==> config.mk <==
export PLATFORM = sky130hd
export DESIGN_NAME = cwf_top
export DESIGN_NICKNAME = d
export VERILOG_FILES = /design/src/hw/cwf_pkg.sv /design/src/hw/cwf_if.sv /design/src/hw/cwf_top.sv /design/src/hw/cwf_charge_acc.sv /design/src/hw/cwf_warn_flags.sv
export VERILOG_INCLUDE_DIRS = /design/src /design/src/hw
export SDC_FILE = /design/constraint.sdc
export NUM_CORES = 2
export LEC_CHECK = 0
export ABC_AREA = 1
export BUFFER_PORTS_ARGS = -buffer_cell sky130_fd_sc_hd__buf_2
export CORE_ASPECT_RATIO = 1.5
export CORE_UTILIZATION = 44
export CTS_CLUSTER_DIAMETER = 50
export DETAILED_ROUTE_END_ITERATION = 16
export PLACE_DENSITY_LB_ADDON = 0.08
export SLEW_MARGIN = 10
export SYNTH_ARGS = -nofsm -noshare
export SYNTH_HDL_FRONTEND = slang
export SYNTH_SLANG_ARGS = --single-unit
==> constraint.sdc <==
create_clock -name SYS_CLK -period 17.97 [get_ports SYS_CLK]
set_input_delay 3.594 -clock SYS_CLK [delete_from_list [all_inputs] [get_ports SYS_CLK]]
set_output_delay 3.594 -clock SYS_CLK [all_outputs]
set_load 0.1 [all_outputs]
==> src/hw/cwf_cfg.svh <==
// Purpose: constants of the capacity warning block
// Assumes: byte addresses on a 32-bit apb bus
// Notes: values in the last group are reset defaults, except CWF_FINAL_OFF
`ifndef CWF_CFG_SVH
`define CWF_CFG_SVH
// register byte offsets
`define CWF_OFF_CTRL 8'h00
`define CWF_OFF_REMAIN 8'h04
`define CWF_OFF_FULL 8'h08
`define CWF_OFF_LOADLOSS 8'h0C
`define CWF_OFF_UNC_REM 8'h10
`define CWF_OFF_UNC_FULL 8'h14
`define CWF_OFF_INIT_SET 8'h18
`define CWF_OFF_INIT_CLR 8'h1C
`define CWF_OFF_FINAL_SET 8'h20
`define CWF_OFF_FINAL_CLR 8'h24
`define CWF_OFF_CAL 8'h28
`define CWF_OFF_CPM 8'h2C
`define CWF_OFF_FLAGS 8'h30
`define CWF_OFF_CURRENT 8'h34
`define CWF_OFF_INT_STAT 8'h38
`define CWF_OFF_INT_MASK 8'h3C
// field positions
`define CWF_CTRL_EN_BIT 0
`define CWF_FLAG_INIT_BIT 0
`define CWF_FLAG_FINAL_BIT 1
`define CWF_EV_INIT_SET 0
`define CWF_EV_INIT_CLR 1
`define CWF_EV_FINAL_SET 2
`define CWF_EV_FINAL_CLR 3
`define CWF_CAL_MANT_MSB 15
`define CWF_CAL_SHIFT_MSB 19
`define CWF_CAL_SHIFT_LSB 16
// reset values
`define CWF_CTRL_RST 32'h0000_0000
`define CWF_REM_RST 16'h0000
`define CWF_FULL_RST 16'h0000
`define CWF_LOADLOSS_RST 16'h0000
`define CWF_INIT_SET_RST 16'h0096
`define CWF_INIT_CLR_RST 16'h00AF
`define CWF_FINAL_SET_RST 16'h004B
`define CWF_FINAL_CLR_RST 16'h0064
`define CWF_FINAL_OFF 16'hFFFF
`define CWF_CAL_RST 32'h0000_0001
`define CWF_CPM_RST 32'h0000_0E10
`define CWF_MASK_RST 4'h0
`endif

==> src/hw/cwf_pkg.sv <==
// Purpose: types and helpers of the capacity warning block
// Assumes: cwf_cfg.svh for field positions
// Notes: thresholds are signed, capacity unsigned, both in mAh
`include "cwf_cfg.svh"
package cwf_pkg;
  typedef logic [15:0] cwf_cap_t;
  typedef logic signed [15:0] cwf_thr_t;
  typedef logic [3:0] cwf_ev_t;

  // strict compare of capacity against a signed threshold
  function automatic logic cwf_below(cwf_cap_t cap, cwf_thr_t thr);
    return $signed({1'b0, cap}) < $signed({thr[15], thr});
  endfunction

  function automatic logic cwf_above(cwf_cap_t cap, cwf_thr_t thr);
    return $signed({1'b0, cap}) > $signed({thr[15], thr});
  endfunction

  // calibration word: own fixed format, mantissa and right shift
  function automatic logic signed [39:0] cwf_scale(
      logic signed [16:0] diff, logic [31:0] cal);
    logic signed [33:0] prod;
    prod = diff * $signed({1'b0, cal[`CWF_CAL_MANT_MSB:0]});
    return 40'(prod >>> cal[`CWF_CAL_SHIFT_MSB:`CWF_CAL_SHIFT_LSB]);
  endfunction

  // saturating capacity sum
  function automatic cwf_cap_t cwf_sat_add(cwf_cap_t a, cwf_cap_t b);
    logic [16:0] s;
    s = {1'b0, a} + {1'b0, b};
    return s[16] ? 16'hFFFF : s[15:0];
  endfunction
endpackage

==> src/hw/cwf_if.sv <==
// Purpose: capacity and flag channel between gauge parts
// Assumes: one clock domain
// Notes: remaining value and update strobe feed the flag logic
`timescale 1ns/1ps
`default_nettype none
interface cwf_if;
  import cwf_pkg::*;
  cwf_cap_t remaining;
  logic rem_upd;
  cwf_thr_t init_set, init_clr, final_set, final_clr;
  logic init_flag, final_flag;
  cwf_ev_t events;
  modport acc (output remaining, output rem_upd);
  modport flags (input remaining, input rem_upd, input init_set,
    input init_clr, input final_set, input final_clr,
    output init_flag, output final_flag, output events);
endinterface
`default_nettype wire

==> src/hw/cwf_top.sv <==
// Purpose: capacity tracking and warning flags behind an apb slave
// Assumes: sense samples are synchronous adc codes
// Notes: pready comes one cycle into the access phase
//
// Design decisions made here: the register addresses and the APB interface to the registers.
`include "cwf_cfg.svh"
`timescale 1ns/1ps
`default_nettype none
module cwf_top import cwf_pkg::*; (
  // clock and reset
  input wire logic SYS_CLK,
  input wire logic RESET,
  // apb slave
  input wire logic PSEL,
  input wire logic PENABLE,
  input wire logic PWRITE,
  input wire logic [7:0] PADDR,
  input wire logic [31:0] PWDATA,
  output logic [31:0] PRDATA,
  output logic PREADY,
  output logic PSLVERR,
  // current sense samples
  input wire logic SENSE_SAMPLE_VALID,
  input wire logic signed [15:0] SENSE_INPUT_POS,
  input wire logic signed [15:0] SENSE_INPUT_NEG,
  // warnings and interrupt
  output logic CAPACITY_INITIAL_WARNING_FLAG,
  output logic CAPACITY_FINAL_WARNING_FLAG,
  output logic IRQ
);
  ////////////////////////////////////////////////////////////////////////
  // registers
  logic [31:0] ctrl_q;
  cwf_cap_t full_q, loadloss_q, unc_rem_q, unc_full_q;
  cwf_thr_t init_set_q, init_clr_q, final_set_q, final_clr_q;
  logic [31:0] cal_q, cpm_q;
  cwf_ev_t stat_q, stat_d, mask_q;
  logic [31:0] prdata_q, rdata;
  logic pready_q, pslverr_q, irq_q;
  logic init_q, final_q;
  logic signed [16:0] current;
  logic setup, done, wr, mapped, rem_load;

  cwf_if chan ();

  ////////////////////////////////////////////////////////////////////////
  // apb handshake
  // one wait state keeps read data and error in flops
  assign setup = PSEL && PENABLE && !pready_q;
  assign done = PSEL && PENABLE && pready_q;
  assign wr = done && PWRITE;
  assign rem_load = wr && PADDR == `CWF_OFF_REMAIN;

  always_comb begin
    mapped = 1'b1;
    rdata = 32'h0000_0000;
    unique case (PADDR)
      `CWF_OFF_CTRL: rdata = ctrl_q;
      `CWF_OFF_REMAIN: rdata = {16'h0000, chan.remaining};
      `CWF_OFF_FULL: rdata = {16'h0000, full_q};
      `CWF_OFF_LOADLOSS: rdata = {16'h0000, loadloss_q};
      `CWF_OFF_UNC_REM: rdata = {16'h0000, unc_rem_q};
      `CWF_OFF_UNC_FULL: rdata = {16'h0000, unc_full_q};
      `CWF_OFF_INIT_SET: rdata = {16'h0000, init_set_q};
      `CWF_OFF_INIT_CLR: rdata = {16'h0000, init_clr_q};
      `CWF_OFF_FINAL_SET: rdata = {16'h0000, final_set_q};
      `CWF_OFF_FINAL_CLR: rdata = {16'h0000, final_clr_q};
      `CWF_OFF_CAL: rdata = cal_q;
      `CWF_OFF_CPM: rdata = cpm_q;
      `CWF_OFF_FLAGS: rdata = {30'h0000_0000, final_q, init_q};
      `CWF_OFF_CURRENT: rdata = 32'(current);
      `CWF_OFF_INT_STAT: rdata = {28'h000_0000, stat_q};
      `CWF_OFF_INT_MASK: rdata = {28'h000_0000, mask_q};
      default: mapped = 1'b0;
    endcase
  end

  always_ff @(posedge SYS_CLK) begin
    if (RESET) begin
      pready_q <= 1'b0;
      prdata_q <= 32'h0000_0000;
      pslverr_q <= 1'b0;
    end else begin
      pready_q <= setup;
      if (setup) begin
        prdata_q <= PWRITE ? 32'h0000_0000 : rdata;
        pslverr_q <= !mapped;
      end else begin
        prdata_q <= 32'h0000_0000;
        pslverr_q <= 1'b0;
      end
    end
  end

  ////////////////////////////////////////////////////////////////////////
  // control and capacity registers
  always_ff @(posedge SYS_CLK) begin
    if (RESET) begin
      ctrl_q <= `CWF_CTRL_RST;
      full_q <= `CWF_FULL_RST;
      loadloss_q <= `CWF_LOADLOSS_RST;
      cal_q <= `CWF_CAL_RST;
      cpm_q <= `CWF_CPM_RST;
    end else if (wr) begin
      unique case (PADDR)
        `CWF_OFF_CTRL: ctrl_q <= {31'h0000_0000, PWDATA[`CWF_CTRL_EN_BIT]};
        `CWF_OFF_FULL: full_q <= PWDATA[15:0];
        `CWF_OFF_LOADLOSS: loadloss_q <= PWDATA[15:0];
        `CWF_OFF_CAL: cal_q <= PWDATA;
        `CWF_OFF_CPM: cpm_q <= PWDATA;
        default: ;
      endcase
    end
  end

  // thresholds kept in mAh, same unit as capacity
  always_ff @(posedge SYS_CLK) begin
    if (RESET) begin
      init_set_q <= `CWF_INIT_SET_RST;
      init_clr_q <= `CWF_INIT_CLR_RST;
      final_set_q <= `CWF_FINAL_SET_RST;
      final_clr_q <= `CWF_FINAL_CLR_RST;
    end else if (wr) begin
      unique case (PADDR)
        `CWF_OFF_INIT_SET: init_set_q <= PWDATA[15:0];
        `CWF_OFF_INIT_CLR: init_clr_q <= PWDATA[15:0];
        `CWF_OFF_FINAL_SET: final_set_q <= PWDATA[15:0];
        `CWF_OFF_FINAL_CLR: final_clr_q <= PWDATA[15:0];
        default: ;
      endcase
    end
  end

  assign chan.init_set = init_set_q;
  assign chan.init_clr = init_clr_q;
  assign chan.final_set = final_set_q;
  assign chan.final_clr = final_clr_q;

  ////////////////////////////////////////////////////////////////////////
  // load-uncompensated views, one cycle behind their inputs
  always_ff @(posedge SYS_CLK) begin
    if (RESET) begin
      unc_rem_q <= `CWF_REM_RST;
      unc_full_q <= `CWF_FULL_RST;
    end else begin
      unc_rem_q <= cwf_sat_add(chan.remaining, loadloss_q);
      unc_full_q <= cwf_sat_add(full_q, loadloss_q);
    end
  end

  ////////////////////////////////////////////////////////////////////////
  // charge integration and flags
  cwf_charge_acc u_acc (
    .clk(SYS_CLK),
    .rst(RESET),
    .sample_valid(SENSE_SAMPLE_VALID),
    .sense_input_pos(SENSE_INPUT_POS),
    .sense_input_neg(SENSE_INPUT_NEG),
    .enable(ctrl_q[`CWF_CTRL_EN_BIT]),
    .cal(cal_q),
    .counts_per_mah(cpm_q),
    .load(rem_load),
    .load_value(PWDATA[15:0]),
    .current_q(current),
    .bus(chan.acc)
  );

  cwf_warn_flags u_flags (
    .clk(SYS_CLK),
    .rst(RESET),
    .bus(chan.flags)
  );

  assign init_q = chan.init_flag;
  assign final_q = chan.final_flag;

  ////////////////////////////////////////////////////////////////////////
  // interrupt status, write one to clear, a new event wins
  always_comb begin
    stat_d = stat_q;
    if (wr && PADDR == `CWF_OFF_INT_STAT) begin
      stat_d = stat_q & ~PWDATA[3:0];
    end
    stat_d = stat_d | chan.events;
  end

  always_ff @(posedge SYS_CLK) begin
    if (RESET) begin
      stat_q <= '0;
      mask_q <= `CWF_MASK_RST;
      irq_q <= 1'b0;
    end else begin
      stat_q <= stat_d;
      if (wr && PADDR == `CWF_OFF_INT_MASK) begin
        mask_q <= PWDATA[3:0];
      end
      irq_q <= |(stat_d & mask_q);
    end
  end

  ////////////////////////////////////////////////////////////////////////
  // outputs
  // flag pins are the flag flops themselves, no extra delay
  assign PRDATA = prdata_q;
  assign PREADY = pready_q;
  assign PSLVERR = pslverr_q;
  assign CAPACITY_INITIAL_WARNING_FLAG = init_q;
  assign CAPACITY_FINAL_WARNING_FLAG = final_q;
  assign IRQ = irq_q;
endmodule
`default_nettype wire

==> src/hw/cwf_charge_acc.sv <==
// Purpose: integrate sensed charge into remaining capacity
// Assumes: sample strobe marks a new pos/neg pair
// Notes: at most one mAh step per sample
`include "cwf_cfg.svh"
`timescale 1ns/1ps
`default_nettype none
module cwf_charge_acc import cwf_pkg::*; (
  // clock and reset
  input wire logic clk,
  input wire logic rst,
  // sense samples
  input wire logic sample_valid,
  input wire logic signed [15:0] sense_input_pos,
  input wire logic signed [15:0] sense_input_neg,
  // control
  input wire logic enable,
  input wire logic [31:0] cal,
  input wire logic [31:0] counts_per_mah,
  input wire logic load,
  input wire cwf_cap_t load_value,
  output logic signed [16:0] current_q,
  // capacity channel
  cwf_if.acc bus
);
  cwf_cap_t rem_q, rem_d;
  logic signed [39:0] acc_q, acc_d, sum, cpm;
  logic upd_q, upd_d;
  logic signed [16:0] diff;

  assign diff = {sense_input_pos[15], sense_input_pos}
    - {sense_input_neg[15], sense_input_neg};
  assign cpm = $signed({8'h00, counts_per_mah});

  always_comb begin
    sum = acc_q + cwf_scale(diff, cal);
    rem_d = rem_q;
    acc_d = acc_q;
    upd_d = 1'b0;
    if (load) begin
      rem_d = load_value;
      acc_d = '0;
      upd_d = 1'b1;
    end else if (enable && sample_valid) begin
      // saturated capacity holds the residue instead of wrapping
      if (sum >= cpm) begin
        if (rem_q != 16'hFFFF) begin
          rem_d = rem_q + 16'h0001;
          acc_d = sum - cpm;
          upd_d = 1'b1;
        end
      end else if (sum <= -cpm) begin
        if (rem_q != 16'h0000) begin
          rem_d = rem_q - 16'h0001;
          acc_d = sum + cpm;
          upd_d = 1'b1;
        end
      end else begin
        acc_d = sum;
      end
    end
  end

  always_ff @(posedge clk) begin
    if (rst) begin
      rem_q <= `CWF_REM_RST;
      acc_q <= '0;
      upd_q <= 1'b0;
    end else begin
      rem_q <= rem_d;
      acc_q <= acc_d;
      upd_q <= upd_d;
    end
  end

  always_ff @(posedge clk) begin
    if (rst) begin
      current_q <= '0;
    end else if (sample_valid) begin
      current_q <= diff;
    end
  end

  assign bus.remaining = rem_q;
  assign bus.rem_upd = upd_q;
endmodule
`default_nettype wire

==> src/hw/cwf_warn_flags.sv <==
// Purpose: hysteretic low capacity warning flags
// Assumes: rem_upd pulses once per new remaining value
// Notes: threshold changes act only at the next update
`include "cwf_cfg.svh"
`timescale 1ns/1ps
`default_nettype none
module cwf_warn_flags import cwf_pkg::*; (
  // clock and reset
  input wire logic clk,
  input wire logic rst,
  // capacity channel
  cwf_if.flags bus
);
  logic init_q, final_q;
  cwf_ev_t ev_q;

  always_ff @(posedge clk) begin
    if (rst) begin
      init_q <= 1'b0;
    end else if (bus.rem_upd) begin
      if (!init_q && cwf_below(bus.remaining, bus.init_set)) begin
        init_q <= 1'b1;
      end else if (init_q && cwf_above(bus.remaining, bus.init_clr)) begin
        init_q <= 1'b0;
      end
    end
  end

  always_ff @(posedge clk) begin
    if (rst) begin
      final_q <= 1'b0;
    end else if (bus.rem_upd) begin
      if (!final_q && bus.final_set != `CWF_FINAL_OFF &&
          cwf_below(bus.remaining, bus.final_set)) begin
        final_q <= 1'b1;
      end else if (final_q &&
          cwf_above(bus.remaining, bus.final_clr)) begin
        final_q <= 1'b0;
      end
    end
  end

  // one-cycle event pulses, aligned with the flag change
  always_ff @(posedge clk) begin
    if (rst) begin
      ev_q <= '0;
    end else begin
      ev_q <= '0;
      if (bus.rem_upd) begin
        ev_q[`CWF_EV_INIT_SET] <= !init_q &&
          cwf_below(bus.remaining, bus.init_set);
        ev_q[`CWF_EV_INIT_CLR] <= init_q &&
          cwf_above(bus.remaining, bus.init_clr);
        ev_q[`CWF_EV_FINAL_SET] <= !final_q &&
          bus.final_set != `CWF_FINAL_OFF &&
          cwf_below(bus.remaining, bus.final_set);
        ev_q[`CWF_EV_FINAL_CLR] <= final_q &&
          cwf_above(bus.remaining, bus.final_clr);
      end
    end
  end

  assign bus.init_flag = init_q;
  assign bus.final_flag = final_q;
  assign bus.events = ev_q;
endmodule
`default_nettype wire

==> results.cfg <==
[place]
dp_hpwl_um = 116000
dpl_cell_area_sq_um = 39700
place_inst = 6726
place_ws_ns = 0.453
port_buffers = 114
gp_congestion = 1.02

[worst_setup_path]
r2r_cells = 60
startpoint = SENSE_INPUT_POS[0]
endpoint = u_acc.bus.remaining[12]
startpoint_type = input pin
cp_slowest_cell = fa_1
arrival_ns = 17.24
worst_ep_required_time_ns = 18.42
regToRegEndpoint = u_acc.bus.remaining[12]
r2r_slack_ns = 5.25
endpoint_kind = flip-flop
worst-setup-path-type = input pin to flip-flop
path_max_fanout = 10
slowest_delay_ns = 0.55
r2r_start = cal_q[2]
cp_common_cell = nand2_1

[synth]
synth_cell_types = 62
synth.avg_cell_area_sq_um = 6.76
synth_xor_area_share_pct = 3.83
synth_area_sq_um = 37500
synth_area_leaders = dfxtp_1, fa_1, ha_1
synth-simple-area-share_pct = 23.2
synth_top_area_share_pct = 16.9
synth_mux_area_share_pct = 0.0800
synth_edf_count = 0
yosysWarnings = 0
yosys_register_bits = 316
synth_nets = 6263
ys.flop_type = dfxtp_1
seq_area_frac_synth_pct = 16.9
synth_largest_area_cell = dfxtp_1
synth_adder_area_share_pct = 26.7
synth_top_family_by_area = adder cells
synth-compound-area-share_pct = 17.6
ys_async_sr_fraction_pct = 0
syn_inst = 5551

[clock_network]
holdBufCountCts = 0
numCtsBuffers = 47
cts_sinks = 316
cts_root_buf = clkbuf_16
h-tree-depth = 2
clk_pin_slew_ns = 0.06
clk_path_buf_depth = 3
clk_latency_ns = 0.61
tritoncts = done

[drt]
first_iter_violations = 2376
route.antenna.remaining_nets = 0
first_pass_iters = 5
viasPerCell = 5.50
drc = 0
wl_per_cell_um = 21.0
num_vias = 37500
wl_um = 143000

[die]
dieArea_sq_um = 86500
die_x_um = 240
rows = 130
die_h_um = 360
core_sq_um = 84100
start_util_pct = 44.6
pin_count = 115

[global_route]
antenna_found_initial = 4
grt_start_max_net_pins = 111
grt_first_pass_wirelength_um = 216000
track_usage_pct = 32.9
overflow = 0
grt_pass1_vias = 37400

[pwr]
switching_share_pct = 39.0
p_switching_mw = 0.997
power.internal_mw = 1.56
p_clk_share_pct = 37.9
p_total_mw = 2.56
leakage_nw = 20.6
vdd_drop_max_mv = 0.0674
power.density_nw_per_um2 = 61.8
pwr-share-seq_pct = 27.7
power_frac_comb_pct = 34.4

[timing]
finalCritPeriodShare_pct = 93.4
worstMarginPinSlew_ns = 1.16
hold_viol_final = 0
setup_tns_ns = 0
min_period_ns = 16.79
relSlewSlack_pct = 22.3
clock.fmax_ghz = 0.0596
fin_ws_ns = 1.18
setup_viol = 0
rsz0062_at_grt = no
drv_slew = 0
skew_ns = 0.0244

[layout]
syn_to_final_growth_pct = 10.2
design_area_sq_um = 41400
fin_nets = 6365
drive_gt1_share_pct = 7.01
fin_cells = 6813

[status]
status = finished, final reports clean

[flow_run]
maxCapViolCount = 0

[worst_hold_path]
hold_class = flip-flop to flip-flop
[worst min-delay path by stage]
stage | startpoint | to | slack [ns] | cells past startpoint
CTS | chan.init_set[0] | chan.init_set[0] | 0.47 | 2
global route | chan.init_set[0] | chan.init_set[0] | 0.50 | 2
global placement | u_flags.bus.events[1] | stat_q[1] | 0.45 | 2
floorplan | u_flags.bus.events[0] | stat_q[0] | 0.42 | 2
finish | chan.init_set[0] | chan.init_set[0] | 0.47 | 2
detailed placement | u_flags.bus.events[1] | stat_q[1] | 0.45 | 2
[Yosys cell counts (all sizes together), types with 2 or more instances]
cell type,number
dfxtp,316
o211a,2
nor3,42
buf,40
nor3b,2
nand2,1096
fa,280
o21a,9
nor2,579
ha,354
a41oi,11
or2,22
xnor2,42
a21boi,6
nand3,271
clkbuf,143
a21o,19
xor2,122
clkinv,15
a22o,7
o21ai,458
a221oi,53
a31oi,24
o31ai,7
nor4,20
o22ai,35
inv,953
a21oi,477
o211ai,30
nand3b,11
nand4,54
a211oi,10
o21bai,26
a2111oi,2
mux2i,3
[per-stage QoR]
step | hold WS [ns] | util [%]
6_report | 0.473 | 49.2
5_1_grt | 0.504 | 49.2
4_1_cts | 0.474 | 49.2
3_5_place_dp | 0.448 | 47.2
3_3_place_gp | 0.453 | 47.2
2_1_floorplan | 0.424 | -
[kinds of logic (layout without fill, tap and decap cells)]
kind of cell / count (synthesis) / after routing
other cells: 0 / 2
fa+ha+maj: 634 / 634
xor+xnor: 164 / 164
simple gates: 2100 / 2100
flops: 316 / 316
mux: 3 / 3
compound gates: 1183 / 1183
buf+inv: 1151 / 1289
[placed cells by master, fill, tap and decap left out, types with 11 or more instances in the layout]
cell type / count
a21o_1: 19
a21oi_1: 476
a221oi_1: 53
a31oi_1: 24
a41oi_1: 11
buf_2: 114
buf_4: 119
clkbuf_16: 48
clkinv_1: 13
dfxtp_1: 316
fa_1: 280
ha_1: 354
inv_1: 935
inv_2: 18
nand2_1: 1082
nand3_1: 267
nand3b_1: 11
nand4_1: 53
nor2_1: 562
nor2_2: 15
nor3_1: 39
nor4_1: 19
o211ai_1: 30
o21ai_0: 444
o21ai_1: 12
o21bai_1: 26
o22ai_1: 35
or2_2: 22
xnor2_1: 42
xor2_1: 122
[sequential cells by signal, summed over array words and instances, names as in the netlist, 16 cells and up]
signal	flops
chan.init_clr	16
unc_full_q	16
unc_rem_q	16
loadloss_q	16
u_acc.bus.remaining	16
cal_q	32
chan.final_set	16
u_acc.current_q	17
full_q	16
cpm_q	32
chan.final_clr	16
chan.init_set	16
PRDATA	32
u_acc.acc_q	40
[worst max-delay path, delay by kind of cell]
kind | cells | cell delay [ns]
AOI/OAI and AO/OA | 17 | 2.77
xor gates and xnor gates | 2 | 0.64
adders and majority gates | 12 | 4.94
buffers and inverters | 13 | 1.18
and+or+nand+nor | 31 | 4.09
[power by group through the flow]
stage / clock [mW] / combinational (mW) / sequential (mW)
after floorplan: 0 / 0.553 / 0.722
after global placement: 0 / 0.864 / 0.723
after detailed placement: 0 / 0.865 / 0.723
after CTS: 0.978 / 0.868 / 0.707
after global routing: 1.01 / 0.965 / 0.707
final: 0.969 / 0.881 / 0.707
[per-layer routing]
| metal | wire length, um | GRT usage, % |
|---|---|---|
| met1 | 54000 | 36.8 |
| met2 | 69400 | 57.1 |
| met3 | 7020 | 3.50 |
| met4 | 12500 | 24.2 |
| met5 | 26 | 0 |
[layout make-up]
type / instances / area [sq um]
clock buffers: 58 / 1270
clock inverters: 27 / 368
repair buffers: 236 / 1520
multi-input cells: 4084 / 26800
inverters: 968 / 3640
diodes: 2 / 5.00
well taps: 1122 / 1400
flip-flops and latches: 316 / 6330
fillers: 8859 / 42700
[timing repair]
action                                  in CTS  in global routing
buffers inserted                             0                  0
gates resized for setup                      0                  5
endpoints found under the setup margin       0                  5
hold endpoints to repair                     0                  0
Note: power is estimated with default switching activity, not from simulation.
